--- src/design/crb_pkg.sv ---
// Purpose: shared constants and types of the core register set
// Assumes: 16-bit data on the register port, word index addressing
// Notes:   condition code bit positions are fixed here for every file
`default_nettype none
package crb_pkg;

  // ---------------------------------------------------------------
  // register port map (word index)
  // ---------------------------------------------------------------
  localparam logic [3:0] CRB_IDX_IP    = 4'h0;
  localparam logic [3:0] CRB_IDX_ACC   = 4'h1;
  localparam logic [3:0] CRB_IDX_TMP   = 4'h2;
  localparam logic [3:0] CRB_IDX_IX    = 4'h3;
  localparam logic [3:0] CRB_IDX_EP    = 4'h4;
  localparam logic [3:0] CRB_IDX_SP    = 4'h5;
  localparam logic [3:0] CRB_IDX_PSW   = 4'h6;
  localparam logic [3:0] CRB_IDX_ALU   = 4'h7;
  localparam logic [3:0] CRB_IDX_STAT  = 4'h8;

  // ---------------------------------------------------------------
  // condition code byte fields
  // ---------------------------------------------------------------
  localparam int CRB_CC_H   = 7;
  localparam int CRB_CC_I   = 6;
  localparam int CRB_CC_IL1 = 5;
  localparam int CRB_CC_IL0 = 4;
  localparam int CRB_CC_N   = 3;
  localparam int CRB_CC_Z   = 2;
  localparam int CRB_CC_V   = 1;
  localparam int CRB_CC_C   = 0;

  // ---------------------------------------------------------------
  // alu command fields
  // ---------------------------------------------------------------
  localparam int CRB_CMD_OP_LO   = 0;
  localparam int CRB_CMD_BYTE    = 2;
  localparam int CRB_CMD_CARRYIN = 3;

  localparam logic [1:0] CRB_OP_ADD = 2'h0;
  localparam logic [1:0] CRB_OP_SUB = 2'h1;
  localparam logic [1:0] CRB_OP_SHL = 2'h2;
  localparam logic [1:0] CRB_OP_SHR = 2'h3;

  // ---------------------------------------------------------------
  // reset values
  // ---------------------------------------------------------------
  localparam logic [7:0]  CRB_CCR_RESET  = 8'h30;
  localparam logic [7:0]  CRB_BANK_RESET = 8'h00;
  localparam logic [15:0] CRB_WORD_RESET = 16'h0000;
  localparam logic [1:0]  CRB_IL_NONE    = 2'h3;

  // ---------------------------------------------------------------
  // memory space layout
  // ---------------------------------------------------------------
  localparam logic [1:0] CRB_AREA_IO   = 2'h0;
  localparam logic [1:0] CRB_AREA_DATA = 2'h1;
  localparam logic [1:0] CRB_AREA_PROG = 2'h2;
  localparam int CRB_REGS_PER_BANK = 8;
  localparam int CRB_GPR_WIDTH     = 8;

  // ---------------------------------------------------------------
  // state of the register set
  // ---------------------------------------------------------------
  typedef struct packed {
    logic [15:0] ip;
    logic [15:0] acc;
    logic [15:0] tmp;
    logic [15:0] ix;
    logic [15:0] ep;
    logic [15:0] sp;
    logic [7:0]  bank;
    logic [7:0]  condition_code_byte;
    logic [15:0] rdata;
  } crb_state_s;

endpackage
`default_nettype wire

--- src/design/crb_alu_if.sv ---
// Purpose: operand and flag bundle between register set and flag unit
// Assumes: one clock, purely combinational flag unit
// Notes:   byteMode limits the operation to the low byte
`timescale 1ns/10ps
`default_nettype none
interface crb_alu_if;
  logic [1:0]  op;
  logic        byteMode;
  logic        carryIn;
  logic [15:0] opA;
  logic [15:0] opB;
  logic [15:0] result;
  logic        halfCarry;
  logic        negative;
  logic        zero;
  logic        overflow;
  logic        carry;

  modport regs (output op, byteMode, carryIn, opA, opB,
                input  result, halfCarry, negative, zero, overflow, carry);
  modport unit (input  op, byteMode, carryIn, opA, opB,
                output result, halfCarry, negative, zero, overflow, carry);
endinterface
`default_nettype wire

--- src/design/crb_flag_unit.sv ---
// Purpose: arithmetic and shift result with condition flags
// Assumes: operands stable in the cycle of the command
// Notes:   upper byte passes through unchanged in byte mode
`timescale 1ns/10ps
`default_nettype none
module crb_flag_unit
  import crb_pkg::*;
(
  crb_alu_if.unit alu
);

  logic [4:0]  nib;
  logic [8:0]  low9;
  logic [16:0] full17;
  logic [15:0] res;
  logic        msbA;
  logic        msbB;
  logic        msbR;

  always_comb begin
    nib    = 5'h00;
    low9   = 9'h000;
    full17 = 17'h00000;
    res    = alu.opA;
    alu.halfCarry = 1'b0;
    alu.overflow  = 1'b0;
    alu.carry     = 1'b0;
    msbA = alu.byteMode ? alu.opA[7] : alu.opA[15];
    msbB = alu.byteMode ? alu.opB[7] : alu.opB[15];
    case (alu.op)
      CRB_OP_ADD: begin
        nib    = {1'b0, alu.opA[3:0]} + {1'b0, alu.opB[3:0]} + {4'h0, alu.carryIn};
        low9   = {1'b0, alu.opA[7:0]} + {1'b0, alu.opB[7:0]} + {8'h00, alu.carryIn};
        full17 = {1'b0, alu.opA} + {1'b0, alu.opB} + {16'h0000, alu.carryIn};
      end
      CRB_OP_SUB: begin
        nib    = {1'b0, alu.opA[3:0]} - {1'b0, alu.opB[3:0]} - {4'h0, alu.carryIn};
        low9   = {1'b0, alu.opA[7:0]} - {1'b0, alu.opB[7:0]} - {8'h00, alu.carryIn};
        full17 = {1'b0, alu.opA} - {1'b0, alu.opB} - {16'h0000, alu.carryIn};
      end
      default: ;
    endcase
    case (alu.op)
      CRB_OP_ADD, CRB_OP_SUB: begin
        res = alu.byteMode ? {alu.opA[15:8], low9[7:0]} : full17[15:0];
        alu.halfCarry = nib[4];
        alu.carry     = alu.byteMode ? low9[8] : full17[16];
      end
      CRB_OP_SHL: begin
        res = alu.byteMode ? {alu.opA[15:8], alu.opA[6:0], alu.carryIn}
                           : {alu.opA[14:0], alu.carryIn};
        alu.carry = msbA;
      end
      CRB_OP_SHR: begin
        res = alu.byteMode ? {alu.opA[15:8], alu.carryIn, alu.opA[7:1]}
                           : {alu.carryIn, alu.opA[15:1]};
        alu.carry = alu.opA[0];
      end
      default: ;
    endcase
    msbR = alu.byteMode ? res[7] : res[15];
    if (alu.op == CRB_OP_ADD) begin
      alu.overflow = (msbA == msbB) && (msbR != msbA);
    end else if (alu.op == CRB_OP_SUB) begin
      alu.overflow = (msbA != msbB) && (msbR != msbA);
    end
    alu.negative = msbR;
    alu.zero     = alu.byteMode ? (res[7:0] == 8'h00) : (res == 16'h0000);
    alu.result   = res;
  end

endmodule
`default_nettype wire

--- src/design/crb_core_regs.sv ---
// Purpose: dedicated register set, status word and bank selection of the core
// Assumes: register port strobes from logic on clk, one cycle each
// Notes:   general-purpose registers live in data memory, not here
`timescale 1ns/10ps
`default_nettype none
module crb_core_regs
  import crb_pkg::*;
#(
  parameter int          NUM_BANKS = 32,
  parameter logic [15:0] IP_RESET  = 16'h0000,
  parameter logic [15:0] IO_END    = 16'h0080,
  parameter logic [15:0] PROG_BASE = 16'h8000
) (
  input  wire logic        clk,
  input  wire logic        rstn,
  input  wire logic [3:0]  regAddr,
  input  wire logic [15:0] regWdata,
  input  wire logic        regWr,
  input  wire logic        regRd,
  output logic      [15:0] regRdata,
  input  wire logic        fetchStep,
  output logic      [15:0] fetchAddr,
  input  wire logic [7:0]  indexOffset,
  output logic      [15:0] indexedAddr,
  output logic      [15:0] extraAddr,
  output logic      [15:0] stackAddr,
  input  wire logic [2:0]  gprIndex,
  output logic      [7:0]  gprNumber,
  input  wire logic        irqRequest,
  input  wire logic [1:0]  irqLevel,
  output logic             irqAccept,
  input  wire logic [15:0] memAddr,
  output logic      [1:0]  memArea
);

  // ---------------------------------------------------------------
  // constants and state
  // ---------------------------------------------------------------
  localparam logic [7:0] BANK_MASK = 8'(NUM_BANKS - 1);

  crb_state_s st;
  crb_state_s next_st;
  crb_alu_if  alu ();

  logic        aluGo;
  logic [7:0]  bankActive;
  logic [7:0]  nextCcr;
  logic [15:0] readMux;

  // ---------------------------------------------------------------
  // flag unit
  // ---------------------------------------------------------------
  crb_flag_unit u_flags (
    .alu (alu.unit)
  );

  assign aluGo        = regWr && (regAddr == CRB_IDX_ALU);
  assign alu.op       = regWdata[CRB_CMD_OP_LO +: 2];
  assign alu.byteMode = regWdata[CRB_CMD_BYTE];
  assign alu.carryIn  = regWdata[CRB_CMD_CARRYIN] & st.condition_code_byte[CRB_CC_C];
  assign alu.opA      = st.acc;
  assign alu.opB      = st.tmp;

  always_comb begin
    nextCcr = st.condition_code_byte;
    nextCcr[CRB_CC_N] = alu.negative;
    nextCcr[CRB_CC_Z] = alu.zero;
    nextCcr[CRB_CC_C] = alu.carry;
    nextCcr[CRB_CC_V] = alu.overflow;
    if (alu.op == CRB_OP_ADD || alu.op == CRB_OP_SUB) begin
      nextCcr[CRB_CC_H] = alu.halfCarry;
    end
  end

  // ---------------------------------------------------------------
  // next state
  // ---------------------------------------------------------------
  always_comb begin
    next_st = st;
    next_st.rdata = 16'h0000;
    if (fetchStep) begin
      next_st.ip = st.ip + 16'h0001;
    end
    if (aluGo) begin
      next_st.acc = alu.result;
      next_st.condition_code_byte = nextCcr;
    end
    if (regWr) begin
      case (regAddr)
        CRB_IDX_IP:  next_st.ip  = regWdata;
        CRB_IDX_ACC: next_st.acc = regWdata;
        CRB_IDX_TMP: next_st.tmp = regWdata;
        CRB_IDX_IX:  next_st.ix  = regWdata;
        CRB_IDX_EP:  next_st.ep  = regWdata;
        CRB_IDX_SP:  next_st.sp  = regWdata;
        CRB_IDX_PSW: begin
          next_st.bank = regWdata[15:8];
          next_st.condition_code_byte  = regWdata[7:0];
        end
        default: ;
      endcase
    end
    if (regRd) begin
      next_st.rdata = readMux;
    end
  end

  // ---------------------------------------------------------------
  // read selection
  // ---------------------------------------------------------------
  always_comb begin
    case (regAddr)
      CRB_IDX_IP:   readMux = st.ip;
      CRB_IDX_ACC:  readMux = st.acc;
      CRB_IDX_TMP:  readMux = st.tmp;
      CRB_IDX_IX:   readMux = st.ix;
      CRB_IDX_EP:   readMux = st.ep;
      CRB_IDX_SP:   readMux = st.sp;
      CRB_IDX_PSW:  readMux = {st.bank, st.condition_code_byte};
      CRB_IDX_STAT: readMux = {7'h00, irqAccept, gprNumber};
      default:      readMux = 16'h0000;
    endcase
  end

  // ---------------------------------------------------------------
  // state register
  // ---------------------------------------------------------------
  always_ff @(posedge clk or negedge rstn) begin
    if (!rstn) begin
      st.ip    <= IP_RESET;
      st.acc   <= CRB_WORD_RESET;
      st.tmp   <= CRB_WORD_RESET;
      st.ix    <= CRB_WORD_RESET;
      st.ep    <= CRB_WORD_RESET;
      st.sp    <= CRB_WORD_RESET;
      st.bank  <= CRB_BANK_RESET;
      st.condition_code_byte   <= CRB_CCR_RESET;
      st.rdata <= CRB_WORD_RESET;
    end else begin
      st <= next_st;
    end
  end

  // ---------------------------------------------------------------
  // outputs
  // ---------------------------------------------------------------
  assign regRdata    = st.rdata;
  assign fetchAddr   = st.ip;
  assign indexedAddr = st.ix + {8'h00, indexOffset};
  assign extraAddr   = st.ep;
  assign stackAddr   = st.sp;

  // bank pointer limited to the banks that RAM provides
  assign bankActive  = st.bank & BANK_MASK;
  assign gprNumber   = {bankActive[4:0], gprIndex};

  // interrupt admission: enable and strict priority against the mask
  assign irqAccept = irqRequest && st.condition_code_byte[CRB_CC_I]
                     && (irqLevel < st.condition_code_byte[CRB_CC_IL1:CRB_CC_IL0]);

  // memory space decode over the 64-Kbyte space
  always_comb begin
    if (memAddr < IO_END) begin
      memArea = CRB_AREA_IO;
    end else if (memAddr < PROG_BASE) begin
      memArea = CRB_AREA_DATA;
    end else begin
      memArea = CRB_AREA_PROG;
    end
  end

  // ---------------------------------------------------------------
  // assertions
  // ---------------------------------------------------------------
  property p_irq_needs_enable;
    @(posedge clk) disable iff (!rstn)
    irqAccept |-> st.condition_code_byte[CRB_CC_I] && irqLevel != CRB_IL_NONE;
  endproperty
  a_irq_needs_enable: assert property (p_irq_needs_enable)
    else $error("interrupt accepted while disabled");

  property p_irq_mask3_blocks;
    @(posedge clk) disable iff (!rstn)
    (st.condition_code_byte[CRB_CC_IL1:CRB_CC_IL0] == CRB_IL_NONE && irqLevel == CRB_IL_NONE) |-> !irqAccept;
  endproperty
  a_irq_mask3_blocks: assert property (p_irq_mask3_blocks)
    else $error("mask value three admitted a request");

  property p_irq_accept_level;
    @(posedge clk) disable iff (!rstn)
    (irqRequest && st.condition_code_byte[CRB_CC_I] && irqLevel < st.condition_code_byte[CRB_CC_IL1:CRB_CC_IL0]) |-> irqAccept;
  endproperty
  a_irq_accept_level: assert property (p_irq_accept_level)
    else $error("valid request refused");

  property p_psw_write;
    @(posedge clk) disable iff (!rstn)
    (regWr && regAddr == CRB_IDX_PSW) |=> (st.bank == $past(regWdata[15:8]))
                                          && (st.condition_code_byte == $past(regWdata[7:0]));
  endproperty
  a_psw_write: assert property (p_psw_write)
    else $error("status word write not split into bank and codes");

  property p_byte_keeps_high;
    @(posedge clk) disable iff (!rstn)
    (aluGo && regWdata[CRB_CMD_BYTE]) |=> st.acc[15:8] == $past(st.acc[15:8]);
  endproperty
  a_byte_keeps_high: assert property (p_byte_keeps_high)
    else $error("byte operation changed accumulator high byte");

  property p_zero_flag;
    @(posedge clk) disable iff (!rstn)
    (aluGo && regWdata[CRB_CMD_BYTE]) |=> st.condition_code_byte[CRB_CC_Z] == (st.acc[7:0] == 8'h00);
  endproperty
  a_zero_flag: assert property (p_zero_flag)
    else $error("zero flag disagrees with result");

  property p_neg_flag;
    @(posedge clk) disable iff (!rstn)
    (aluGo && !regWdata[CRB_CMD_BYTE]) |=> st.condition_code_byte[CRB_CC_N] == st.acc[15];
  endproperty
  a_neg_flag: assert property (p_neg_flag)
    else $error("negative flag disagrees with result");

  property p_shr_carry;
    @(posedge clk) disable iff (!rstn)
    (aluGo && regWdata[CRB_CMD_OP_LO +: 2] == CRB_OP_SHR) |=> st.condition_code_byte[CRB_CC_C] == $past(st.acc[0]);
  endproperty
  a_shr_carry: assert property (p_shr_carry)
    else $error("shift carry not the bit shifted out");

  property p_fetch_step;
    @(posedge clk) disable iff (!rstn)
    (fetchStep && !(regWr && regAddr == CRB_IDX_IP)) |=> fetchAddr == $past(fetchAddr) + 16'h0001;
  endproperty
  a_fetch_step: assert property (p_fetch_step)
    else $error("instruction pointer did not advance");

  property p_bank_select;
    @(posedge clk) disable iff (!rstn)
    gprNumber == {5'((st.bank & BANK_MASK)), gprIndex};
  endproperty
  a_bank_select: assert property (p_bank_select)
    else $error("register number not from active bank");

  property p_io_lowest;
    @(posedge clk) disable iff (!rstn)
    (memAddr == 16'h0000) |-> memArea == CRB_AREA_IO;
  endproperty
  a_io_lowest: assert property (p_io_lowest)
    else $error("lowest address not in I/O area");

  property p_read_one_cycle;
    @(posedge clk) disable iff (!rstn)
    !regRd |=> regRdata == 16'h0000;
  endproperty
  a_read_one_cycle: assert property (p_read_one_cycle)
    else $error("read data outside its cycle");

  property p_reset_irq_off;
    @(posedge clk) disable iff (!rstn)
    !$past(rstn) |-> !st.condition_code_byte[CRB_CC_I] && !irqAccept;
  endproperty
  a_reset_irq_off: assert property (p_reset_irq_off)
    else $error("interrupt enable not cleared by reset");

  property p_add_carry;
    @(posedge clk) disable iff (!rstn)
    (aluGo && alu.op == CRB_OP_ADD && alu.byteMode && !regWdata[CRB_CMD_CARRYIN])
      |=> st.condition_code_byte[CRB_CC_C] == (st.acc[7:0] < $past(st.acc[7:0]));
  endproperty
  a_add_carry: assert property (p_add_carry)
    else $error("carry flag wrong after byte addition");

  property p_sub_borrow;
    @(posedge clk) disable iff (!rstn)
    (aluGo && alu.op == CRB_OP_SUB && alu.byteMode && !regWdata[CRB_CMD_CARRYIN])
      |=> st.condition_code_byte[CRB_CC_C] == ($past(st.acc[7:0]) < $past(st.tmp[7:0]));
  endproperty
  a_sub_borrow: assert property (p_sub_borrow)
    else $error("borrow flag wrong after byte subtraction");

  property p_half_carry;
    @(posedge clk) disable iff (!rstn)
    (aluGo && alu.op == CRB_OP_ADD && !regWdata[CRB_CMD_CARRYIN])
      |=> st.condition_code_byte[CRB_CC_H] == (st.acc[3:0] < $past(st.acc[3:0]));
  endproperty
  a_half_carry: assert property (p_half_carry)
    else $error("half carry flag wrong after addition");

  property p_shl_carry;
    @(posedge clk) disable iff (!rstn)
    (aluGo && alu.op == CRB_OP_SHL)
      |=> st.condition_code_byte[CRB_CC_C] == ($past(alu.byteMode) ? $past(st.acc[7]) : $past(st.acc[15]));
  endproperty
  a_shl_carry: assert property (p_shl_carry)
    else $error("left shift carry not the bit shifted out");

  property p_shift_no_overflow;
    @(posedge clk) disable iff (!rstn)
    (aluGo && (alu.op == CRB_OP_SHL || alu.op == CRB_OP_SHR)) |=> !st.condition_code_byte[CRB_CC_V];
  endproperty
  a_shift_no_overflow: assert property (p_shift_no_overflow)
    else $error("overflow flag set by a shift");

  property p_add_overflow;
    @(posedge clk) disable iff (!rstn)
    (aluGo && alu.op == CRB_OP_ADD && alu.byteMode && !regWdata[CRB_CMD_CARRYIN])
      |=> st.condition_code_byte[CRB_CC_V] == (($past(st.acc[7]) == $past(st.tmp[7])) && (st.acc[7] != $past(st.acc[7])));
  endproperty
  a_add_overflow: assert property (p_add_overflow)
    else $error("overflow flag wrong after byte addition");

  property p_sp_write;
    @(posedge clk) disable iff (!rstn)
    (regWr && regAddr == CRB_IDX_SP) |=> stackAddr == $past(regWdata);
  endproperty
  a_sp_write: assert property (p_sp_write)
    else $error("stack pointer write not taken");

  property p_ep_write;
    @(posedge clk) disable iff (!rstn)
    (regWr && regAddr == CRB_IDX_EP) |=> extraAddr == $past(regWdata);
  endproperty
  a_ep_write: assert property (p_ep_write)
    else $error("extra pointer write not taken");

  property p_area_top;
    @(posedge clk) disable iff (!rstn)
    (memAddr >= PROG_BASE) |-> memArea == CRB_AREA_PROG;
  endproperty
  a_area_top: assert property (p_area_top)
    else $error("top of space not in program area");

endmodule
`default_nettype wire

--- config.mk ---
export PLATFORM = sky130hd
export DESIGN_NAME = crb_core_regs
export DESIGN_NICKNAME = d
export VERILOG_FILES = /design/src/design/crb_pkg.sv /design/src/design/crb_alu_if.sv /design/src/design/crb_flag_unit.sv /design/src/design/crb_core_regs.sv
export SDC_FILE = /design/constraint.sdc
export NUM_CORES = 1
export LEC_CHECK = 0
export ABC_AREA = 1
export BUFFER_PORTS_ARGS = -buffer_cell sky130_fd_sc_hd__buf_4
export CORE_MARGIN = 4
export CORE_UTILIZATION = 40
export DETAILED_ROUTE_END_ITERATION = 8
export SYNTH_ARGS = -nofsm -noshare
export SYNTH_HDL_FRONTEND = slang
export SYNTH_SLANG_ARGS = --single-unit
--- constraint.sdc ---
create_clock -name clk -period 4.5 [get_ports clk]
set_input_delay 0 -clock clk [delete_from_list [all_inputs] [get_ports clk]]
set_output_delay 0 -clock clk [all_outputs]
set_load 0.01 [all_outputs]
# Yosys cells after proc, flatten, opt, wreduce, memory -nomap -nowiden
# Index checks and enable logic that the tools add are counted.
# op_classes
n_addsub,14
mul,0
div_mod_pow,0
order_cmp,3
eq_ne,14
shift,0
muxes,32
bitwise,1
n_reduce_logical,16
# op_table
cell,n
two-way mux 16 bit,13
case mux 16 bit (8 select lines),1
two-way mux 112 bit,1
case mux 16 bit (3 select lines),1
case mux 17 bit (2 select lines),1
case mux 9 bit (2 select lines),1
adder 16 x 16 -> 17 bit,1
adder 17 x 1 -> 17 bit,1
subtractor 16 x 16 -> 17 bit,1
subtractor 17 x 1 -> 17 bit,1
"adder 16 x 1 -> 16 bit, second input constant",1
adder 16 x 8 -> 16 bit,1
"== test 4 x 3 -> 1 bit, second input constant",4
logical NOT 16 bit,1
"< comparator 16 bit, second input constant",1
"< comparator 16 x 8 -> 1 bit, second input constant",1
case mux 5 bit (2 select lines),1
AND reduction 2 bit,5
adder 8 x 8 -> 9 bit,1
adder 9 x 1 -> 9 bit,1
two-way mux 1 bit,9
subtractor 8 x 8 -> 9 bit,1
subtractor 9 x 1 -> 9 bit,1
"== test 4 x 2 -> 1 bit, second input constant",2
other kinds (21),28
# totals
regBits,128
latch_bits,0
ram_bits,0
mem_bits_ro,0
in_bits,55
out_inout_bits,91
word_cells,89
memories,0

# Longest topological paths before layout
# Gate-level depths: netlist of run 1.
# depth
depth_word,13
depth_mapped,23
depth_no_buf,23

# By module
# From an unflattened synthesis of run 1, not the netlist that was laid out.
# unflattened
hier_cells,1536
area_unflattened_um2,10229.8
# by_module_without_submodules
module,instances,cells_each,area_per_inst_um2,seq_area_each_um2
crb_core_regs,1,945,7146.9,3205.6
crb_flag_unit,1,591,3083.0,0.0

# Worst setup path after synthesis of run 1
# OpenSTA, ideal clock, no wires.
# synth_timing
path_type,reg2reg
startpoint,register st[16] (netlist bit)
endpoint,register st[18] (netlist bit)
setup_ns,0.073
arrival_ns,2.545
required_time_ns,4.427
setup_slack_ns,1.882
stages_incl_launch_ff,22
n_path_buf,0
synth_period_minus_slack_ns,2.618
path_cell_list,dfrtp_1 nand2_1 inv_1 fa_1 inv_1 ha_1 or2_2 nand2_1 nand2_2 nand2_2 nand3b_1 nand3_1 nand2_1 nand2_1 nand2_1 a21oi_1 nand2_1 nor2_1 nand2_1 nand2_1 nand2_1 a21oi_2
# synth_lines
element,line_no,rtl
start: declaration,crb_core_regs.sv:41,crb_state_s st;
start signal: assignment,crb_core_regs.sv:140,st <= next_st;

==> impl_metrics.ini, run 1 <==
[power_and_ir_drop]
pwr-share-seq = 0.293
vdd_drop_max_mv = 0.2495
p_int_mw = 3.320
clkPwrFrac = 0.238
power.density_nw_per_um2 = 514.8
comb_power_share = 0.469
p_leak_nw = 5.842
p_sw_mw = 2.558
p_sw_frac = 0.4352

[logic_synthesis]
syn-num-nets = 1514
yosys_warnings = 0
syn_inst = 1399
synth_area_sq_um = 9902
postSynthAreaPerCell_sq_um = 7.078
yosysSeqAreaShare = 0.3237
ys_types = 51
ys_seq_elements = 128

[drt]
drc = 0
via_per_inst = 5.216
wirelength_mm = 31.79
drt_iter0_drc = 839
ant_nets = 0
firstDrtPassIters = 6
wire_per_inst_um = 17.61
vias = 9415

[setup_path]
critPathLaunchType = register
path_class = register to register
rr_worst_depth = 21
crit_path_max_fanout = 4
arrival_ns = 3.63
critPathRequiredTime_ns = 4.84
worst_setup_path_end_kind = register

[run_status]
status = finished clean

[final_layout]
diodes = 0
syn2layout_area_growth_pct = 15.30
final_cell_mix = nand2_1 (354), inv_1 (189), buf_4 (143)
drive_gt1_frac = 0.1607
mostFrequentLayoutCell = nand2_1
nFillCells = 2505
fin_nets = 1583
final_cells = 1805
final_cell_area_sq_um = 11420
finish.utilization = 0.4695

[global_route]
grt_pass1_vias = 8988
grt_overflow = 0
grt_max_degree = 90
grt_util_all_layers = 0.2310
antenna_found_initial = 0
grt_pass1_wl_mm = 49.33

[clock_network]
cts_hold_buf = 18
cts_made_buffers = 17
cts.sinks = 128
clk_pin_slew_ns = 0.07
clk_latency_ns = 0.42
cts_tree = yes
h-tree-depth = 4
cts_resized = 0
cts_root_buf = clkbuf_16
cts_setup_buffers = 0
clockBufferDepth = 2

[place]
place_inst = 1755
dpl_cell_area_sq_um = 10640
io_buffers = 138
place.gp.congestion = 0.8680
dp_slack_ns = 1.248
dp_hpwl_mm = 24.15

[timing]
layout_setup_ws_ns = 1.219
slew_violations = 0
rsz0062_at_grt = no
slew_headroom = 0.2668
tns_ns = 0
setup_viol = 0
layout_worst_path_cycle_share = 0.7292
layout_min_cycle_time_ns = 3.281
worst_pin_slew_ns = 1.097
fmax_mhz = 304.7
fin_skew_ns = 0.01184
hold_viol = 0

[die]
rows = 57
die_w_um = 165.3
start_util = 0.4072
die_y_um = 165.3
core_sq_um = 24320
ioPinCount = 146
fp.dieArea_sq_um = 27340

[min_path]
hold_class = primary input to register
min_path_cells = 4

[run]
maxCapViolations = 0
-- final timing paths --
kind                              startpoint            end  slack, ns
worst max register to register        st[16]         st[18]       1.22
worst min-delay path              regAddr[2]    regRdata[0]       0.04
min in group asynchronous               rstn   extraAddr[1]       0.23
max in group asynchronous               rstn  extraAddr[11]       3.16
worst max-delay path                  st[16]         st[18]       1.22
worst min register to register  extraAddr[7]   extraAddr[7]       0.51
-- cell usage after synthesis, drive strengths merged --
library cell  instances  area [sq um]
o22ai                21         131.4
or2                  13         81.33
nor4                  4         40.04
nand3                59         310.3
xnor2                 3         26.28
o21ai               129         649.4
o21bai                6         48.80
a21oi                80         407.9
ha                   55         688.2
a211oi                2         15.01
o221ai                1         8.760
dfstp                 2         52.55
clkbuf               33         163.9
o31ai                 1         7.510
a22oi                 5         37.54
and2                  3         18.77
dfrtp               126          3153
buf                  79         596.8
fa                    5         100.1
o2111ai               4         35.03
o211ai                5         37.54
nand3b                5         37.54
nand2               365          1403
a31oi                15         93.84
nand4                11         68.82
clkinv                3         11.26
xor2                 22         192.7
nor2                107         429.2
inv                 202         758.2
a41oi                 3         26.28
nor3                 12         113.9
a221oi               13         113.9
a2111oi               4         35.03
a22o                  1         8.760
-- flip-flops by register name, summed over array words and instances (netlist names) --
signal     cells
extraAddr     16
st            24
stackAddr     16
alu.opA       16
alu.opB       16
gprNumber      5
regRdata      16
fetchAddr     16
nextCcr        3
-- power groups by stage --
stage | Combinational [mW] | Clock [mW] | Sequential, mW
2_1_floorplan | 2.07 | 0 | 1.62
3_3_place_gp | 2.70 | 0 | 1.73
3_5_place_dp | 2.73 | 0 | 1.74
4_1_cts | 2.75 | 1.41 | 1.72
5_1_grt | 3.12 | 1.46 | 1.76
6_report | 2.76 | 1.40 | 1.72
-- area by class of cell --
| cell class | count | area [sq um] | share of cell area |
|---|---|---|---|
| timing repair buffer | 162 | 1265 | 0.1108 |
| inverter | 205 | 769.5 | 0.06740 |
| multi-input combinational | 954 | 5176 | 0.4534 |
| clock inverter | 14 | 156.4 | 0.01370 |
| clock buffer | 18 | 439.2 | 0.03847 |
| sequential | 128 | 3206 | 0.2808 |
| tap | 324 | 405.4 | 0.03551 |
-- metal layers --
layer	part of all wire	global-route usage	wire [um]
met3	0.071	0.03922	2265
met5	0	0	0
met1	0.44	0.3176	14110
met2	0.47	0.3768	14840
met4	0.018	0.06449	578
-- stage by stage --
stage,hold WS (ns),power [mW]
floorplan,-0.2956,3.689
global placement,0.1483,4.427
detailed placement,0.1485,4.462
CTS,0.01425,5.880
global route,0.04598,6.345
finish,0.03836,5.878
-- kinds of logic (layout without fill, tap and decap cells) --
family	count (synthesis)	count (layout)	share of synthesized area
AND/OR/NAND/NOR	579	579	0.2527
buffers and inverters	317	399	0.1545
AO/OA/AOI/OAI	290	290	0.1673
flip-flops	128	128	0.3237
adder cells (fa/ha/maj)	60	60	0.07961
XOR/XNOR	25	25	0.02211
-- worst max-delay path, cell delays in order (launching register included) --
cell and delay [ns]:
dfrtp_1 0.41, nand2_1 0.20, inv_1 0.14, fa_1 0.53
inv_1 0.07, ha_1 0.17, or2_2 0.33, nand2_1 0.09
nand2_2 0.07, nand2_2 0.09, nand3b_1 0.09, nand3_1 0.12
nand2_1 0.08, nand2_1 0.06, nand2_1 0.07, a21oi_1 0.16
nand2_1 0.12, nor2_1 0.10, nand2_1 0.06, nand2_1 0.06
nand2_1 0.09, a21oi_2 0.11
(Power assumes the default switching activity.)
==> run 2: changes to the inputs <==
- ABC_AREA: 1 -> 0
- clock period: 4.5 -> 3.3 ns (I/O delays scaled with it)
==> run 2 against run 1 <==
Against the previous run: the run now ends with negative setup slack left; register-to-register slack lost 1.2 ns; area after synthesis down 5.2%; global-route usage is 0.91 points higher; largest power group unchanged.
==> impl_metrics.ini, run 2 <==
[run]
maxCapViolations = 0

[setup_path]
crit_path_max_fanout = 3
critPathRequiredTime_ns = 3.66
worstPathCellList = nand2_2 > inv_2 > fa_2 > inv_2 > fa_2 > o21bai_4 > buf_6 > a21oi_4 > xnor2_1 > mux4_2 > nor3_2 > nand4_1 > a2111oi_4 > nand4_1 > nand3_1
arrival_ns = 3.66
crit_path_max_incr_delay_ns = 0.48
path_class = register to register
crit_slowest_cell = mux4_2
rr_worst_depth = 15
critPathLaunchType = register
worst_setup_path_end_kind = register

[global_route]
grt_max_degree = 75
grt_overflow = 0
grt_pass1_vias = 8546
antenna_found_initial = 0
grt_util_all_layers = 0.2401
grt_pass1_wl_mm = 48.98

[timing]
fmax_mhz = 302.4
worst_pin_slew_ns = 0.9545
slew_violations = 0
layout_min_cycle_time_ns = 3.307
rsz0062_at_grt = yes
fin_skew_ns = 0.006790
slew_headroom = 0.3621
layout_worst_path_cycle_share = 1.002
setup_viol = 1
layout_setup_ws_ns = -0.006868
hold_viol = 0

[min_path]
hold_class = primary input to register
min_path_cells = 3

[final_layout]
drive_gt1_frac = 0.3008
regMostFlops = st
syn2layout_area_growth_pct = 24.73
mostFrequentLayoutCell = buf_4
multi_input_area_sq_um = 5375
final_cell_mix = buf_4 (224), nand2_1 (126), dfrtp_1 (125)
nFillCells = 2146
finish.utilization = 0.5124
layout.area.seq_sq_um = 3207
fin_nets = 1302
diodes = 0
largest_register_ffs = 24

[clock_network]
cts_made_buffers = 17
cts_root_buf = clkbuf_16
cts.sinks = 128
clk_latency_ns = 0.42
h-tree-depth = 4
clk_pin_slew_ns = 0.06
clockBufferDepth = 2
cts_tree = yes

[drt]
wire_per_inst_um = 21.09
drc = 0
firstDrtPassIters = 6
ant_nets = 0
via_per_inst = 5.711
drt_iter0_drc = 786
vias = 8640
wirelength_mm = 31.91

[logic_synthesis]
yosys.area.top_type = dfrtp_1
synth_edf_count = 0
ys_seq_elements = 128
ys_types = 74
yosysMostFrequentCell = nand2_1
synth_area_sq_um = 9387
synth_common_cells = nand2_1 (127), dfrtp_1 (126), o21ai_0 (75)
yosys_warnings = 0
async_flop_share = 1.000
netlist.area_leader.share = 0.3359
yosys_most_used_dff = dfrtp_1
postSynthAreaPerCell_sq_um = 8.957
syn-num-nets = 1163
synth.area.top_cells = dfrtp_1 (34%), ha_1 (7.3%), mux2_2 (6.7%)
yosysSeqAreaShare = 0.3415
syn_inst = 1048

[place]
dp_hpwl_mm = 24.13
place.gp.congestion = 0.9325
io_buffers = 138

[die]
fp.dieArea_sq_um = 25980
start_util = 0.4108
die_w_um = 161.2
rows = 55
core_sq_um = 22850
ioPinCount = 146
die_y_um = 161.2

[power_and_ir_drop]
power.density_nw_per_um2 = 801.5
p_leak_nw = 5.265
vdd_drop_max_mv = 0.3508
total_power_mw = 9.384

[run_status]
status = finished, violations left
violations = negative setup slack
-- run 2: changes by cell type after synthesis, moves of 23 or more --
cell / previous run / this run
nand2_1: 354 / 127
mux2_2: 0 / 56
nor2_1: 100 / 42
a21oi_1: 78 / 39
inv_1: 189 / 67
o21ai_0: 124 / 75
a222oi_1: 0 / 23
nand3_1: 56 / 19
xnor2_1: 3 / 32
-- run 2: final cells by class --
| type | count | area share |
|---|---|---|
| clock inverters | 14 | 0.01539 |
| multi-input cells | 731 | 0.4591 |
| inverters | 67 | 0.02148 |
| flip-flops and latches | 128 | 0.2739 |
| repair buffers | 242 | 0.1600 |
| well taps | 313 | 0.03345 |
| clock buffers | 18 | 0.03666 |
-- run 2: repair_timing --
| item | 4_1_cts | 5_1_grt |
|---|---|---|
| setup buffers | 0 | 4 |
| setup endpoints to repair | 1 | 13 |
| pin swaps | 0 | 14 |
| hold buffers | 16 | 0 |
| gates resized for setup | 5 | 40 |
| endpoints found under the hold margin | 141 | 0 |
-- run 2: per-layer routing --
metal | wire length (um) | part of all wire | track usage | vias up
met4 | 803 | 0.025 | 0.07328 | 0
met5 | 0 | 0 | 0 | -
met1 | 13650 | 0.43 | 0.3259 | 4204
li1 | - | - | - | 3988
met2 | 15170 | 0.48 | 0.3927 | 390
met3 | 2295 | 0.072 | 0.04338 | 58
-- run 2: per-stage QoR --
stage	area (sq um)	worst slack [ns]	std cells	hold WS (ns)	setup TNS, ns
after floorplan	9387	0.1155	1048	-0.2956	0
after global placement	10750	-0.05413	1461	0.1010	-0.05413
after detailed placement	10750	-0.04803	1461	0.1073	-0.04803
after CTS	11530	-0.01448	1509	0.003350	-0.02569
after global routing	11710	-0.1547	1513	0.01152	-0.1835
final	11710	-0.006868	1513	0.03509	-0.006868
-- run 2: kinds of logic after synthesis --
| group | synth area share |
|---|---|
| AO/OA/AOI/OAI | 0.1910 |
| XOR/XNOR | 0.04479 |
| adder cells (fa/ha/maj) | 0.08398 |
| buffers and inverters | 0.1048 |
| flip-flops | 0.3415 |
| multiplexers | 0.09304 |
| AND/OR/NAND/NOR | 0.1409 |
-- run 2: final timing paths --
check	start	endpoint	slack [ns]
min in group asynchronous	rstn	st[77]	0.20
max	st[16]	st[18]	-0.007
min reg2reg	nextCcr[4]	nextCcr[4]	0.48
min	gprIndex[2]	regRdata[2]	0.04
max in group asynchronous	rstn	alu.opA[0]	2.22
max reg2reg	st[16]	st[18]	-0.007
-- run 2: report_power, final --
group	total, mW	internal (mW)	switching [mW]
logic	5.06	2.34	2.72
registers	2.38	1.95	0.429
clock network	1.94	1.20	0.745
total	9.38	5.48	3.90
-- run 2: worst max-delay path: cells and delay by family, from the launching register on --
family / cells / cell delay (ns)
buffers and inverters: 3 / 0.25
AO/OA/AOI/OAI: 3 / 0.66
adder cells (fa/ha/maj): 2 / 0.62
flip-flops: 1 / 0.37
XOR/XNOR: 1 / 0.12
multiplexers: 1 / 0.48
AND/OR/NAND/NOR: 5 / 0.72
==> run 3: changes to the inputs <==
- SETUP_SLACK_MARGIN: unset -> 0.2
==> run 3 against run 2 <==
Against the previous run: the flow now finishes without violations; cell area increased by 2.6%; register-to-register slack improved by 0.08 ns; worst hold slack got worse by 0.021 ns; first-iteration DRC count increased by 2.5%; clock skew increased by 0.0042 ns; count of clock-buffer cells in the layout unchanged; total power increased by 5.9%; utilization increased by 1.3 points; via count increased by 1.4%; critical path depth increased by 2; cell count increased by 1.3%; routed wire length increased by 2.6%; critical path type unchanged.
==> impl_metrics.ini, run 3 (synthesis gave the netlist of run 2 again) <==
[timing]
fmax_mhz = 310.0
worst_pin_slew_ns = 1.019
rsz0062_at_grt = yes
layout_worst_path_cycle_share = 0.9774
fin_skew_ns = 0.01101
slew_violations = 0
tns_ns = 0
slew_headroom = 0.3187
hold_viol = 0
layout_min_cycle_time_ns = 3.226
setup_viol = 0

[clock_network]
cts_root_buf = clkbuf_16
clk_pin_slew_ns = 0.06
cts.sinks = 128
h-tree-depth = 4
cts_tree = yes
cts_made_buffers = 17
clockBufferDepth = 2
clk_latency_ns = 0.42

[drt]
wire_per_inst_um = 21.37
vias = 8757
met1Wirelength_mm = 14.20
drt_iter0_drc = 806
drc = 0
highest_layer = met5
via_per_inst = 5.716
ant_nets = 0
dr_wl_met3_mm = 2.106
firstDrtPassIters = 5
route.met2.wl_mm = 15.68
wirelength_mm = 32.74

[setup_path]
critPathLaunch = st[16]
arrival_ns = 3.58
cp.depth = 17
worst_setup_path_end_kind = register
rr_worst_depth = 17
path_class = register to register
regToRegSetupSlack_ns = 0.07
crit_buf_inv = 5
critPathRequiredTime_ns = 3.65
crit_path_max_fanout = 3
crit_slowest_cell = fa_2
worstPathCellList = nand2_2 > inv_2 > fa_2 > inv_2 > ha_4 > o21a_1 > buf_6 > o22ai_4 > buf_6 > nor4_4 > nor3_2 > o31ai_2 > o32ai_1 > buf_4 > nor4bb_2 > nand4_1 > nand3_1
critPathLaunchType = register
r2r_end = st[18]
timing.rr.start = st[16]
cp_top_family = simple AND/OR/NAND/NOR gates
crit_path_max_incr_delay_ns = 0.57

[power_and_ir_drop]
power.density_nw_per_um2 = 827.4
p_leak_nw = 5.375
vdd_drop_max_mv = 0.3364

[die]
rows = 55
fp.dieArea_sq_um = 25980
die_w_um = 161.2
core_sq_um = 22850
ioPinCount = 146
die_y_um = 161.2
start_util = 0.4108

[min_path]
min_to = alu.opA[1]
worstHoldStart = regWdata[1]
min_path_cells = 3
hold_class = primary input to register

[global_route]
grt_util_all_layers = 0.2417
antenna_found_initial = 1
grt_pass1_vias = 8671
grt_overflow = 0
grt_max_degree = 74
grt_pass1_wl_mm = 49.67

[final_layout]
mostFrequentLayoutCell = buf_4
final_cell_mix = buf_4 (237), nand2_1 (126), dfrtp_1 (126)
diodes = 0
nFillCells = 2135
fin_nets = 1321
largest_register_ffs = 24
final_cell_area_sq_um = 12010
drive_gt1_frac = 0.3322
syn2layout_area_growth_pct = 27.95
regMostFlops = st

[run]
maxCapViolations = 0

[run_status]
status = finished clean

[place]
dpl_cell_area_sq_um = 10800
io_buffers = 138
dp_hpwl_mm = 24.15
place.gp.congestion = 0.9135
[run 3: worst register-to-register path: stages (launching register included)]
cell,delay [ns]
dfrtp_1,0.41
nand2_2,0.10
inv_2,0.06
fa_2,0.57
inv_2,0.05
ha_4,0.14
o21a_1,0.21
buf_6,0.13
o22ai_4,0.14
buf_6,0.14
nor4_4,0.04
nor3_2,0.19
o31ai_2,0.09
o32ai_1,0.29
buf_4,0.17
nor4bb_2,0.24
nand4_1,0.13
nand3_1,0.08
[run 3: worst max-delay path by stage]
stage | slack [ns] | to
finish | 0.07 | st[18]
CTS | 0.1 | st[18]
global route | -0.06 | st[18]
detailed placement | -0.1 | st[18]
global placement | -0.06 | st[18]
floorplan | 0.20 | alu.opA[14]
[run 3: routing by layer]
layer | up-vias | GRT usage
li1 | 4018 | -
met1 | 4305 | 0.3237
met2 | 372 | 0.4035
met3 | 60 | 0.04185
met4 | 2 | 0.07057
met5 | - | 0
[run 3: report_power, final]
part	internal, mW	switching (mW)
combinational	2.78	2.93
clock	1.07	0.759
sequential	1.95	0.451
total	5.80	4.14
[run 3: through the flow]
step | setup WS [ns] | std cells | power [mW] | utilization | hold slack [ns]
3_5_place_dp | -0.09806 | 1467 | 7.257 | 0.4726 | 0.1920
5_1_grt | -0.06037 | 1532 | 10.52 | 0.5257 | 0.01911
3_3_place_gp | -0.06115 | 1467 | 7.238 | 0.4726 | 0.1891
2_1_floorplan | 0.2020 | 1048 | 5.405 | - | -0.2956
4_1_cts | 0.09782 | 1519 | 9.340 | 0.5114 | 0.006807
6_report | 0.07443 | 1532 | 9.937 | 0.5257 | 0.01374
[run 3: final cells by class]
type | count | area [sq um] | share of cell area
clock buffers | 18 | 439.2 | 0.03657
clock inverters | 14 | 131.4 | 0.01094
inverters | 67 | 251.5 | 0.02094
multi-input cells | 731 | 5554 | 0.4624
flip-flops and latches | 128 | 3206 | 0.2669
well taps | 313 | 391.6 | 0.03261
repair buffers | 261 | 2037 | 0.1696
[run 3: what timing repair did]
action,in CTS,in global routing
resized for setup,29,58
buffers inserted,3,13
hold buffers,17,0
pin swaps,17,27
hold endpoints to repair,161,0
setup endpoints to repair,12,13
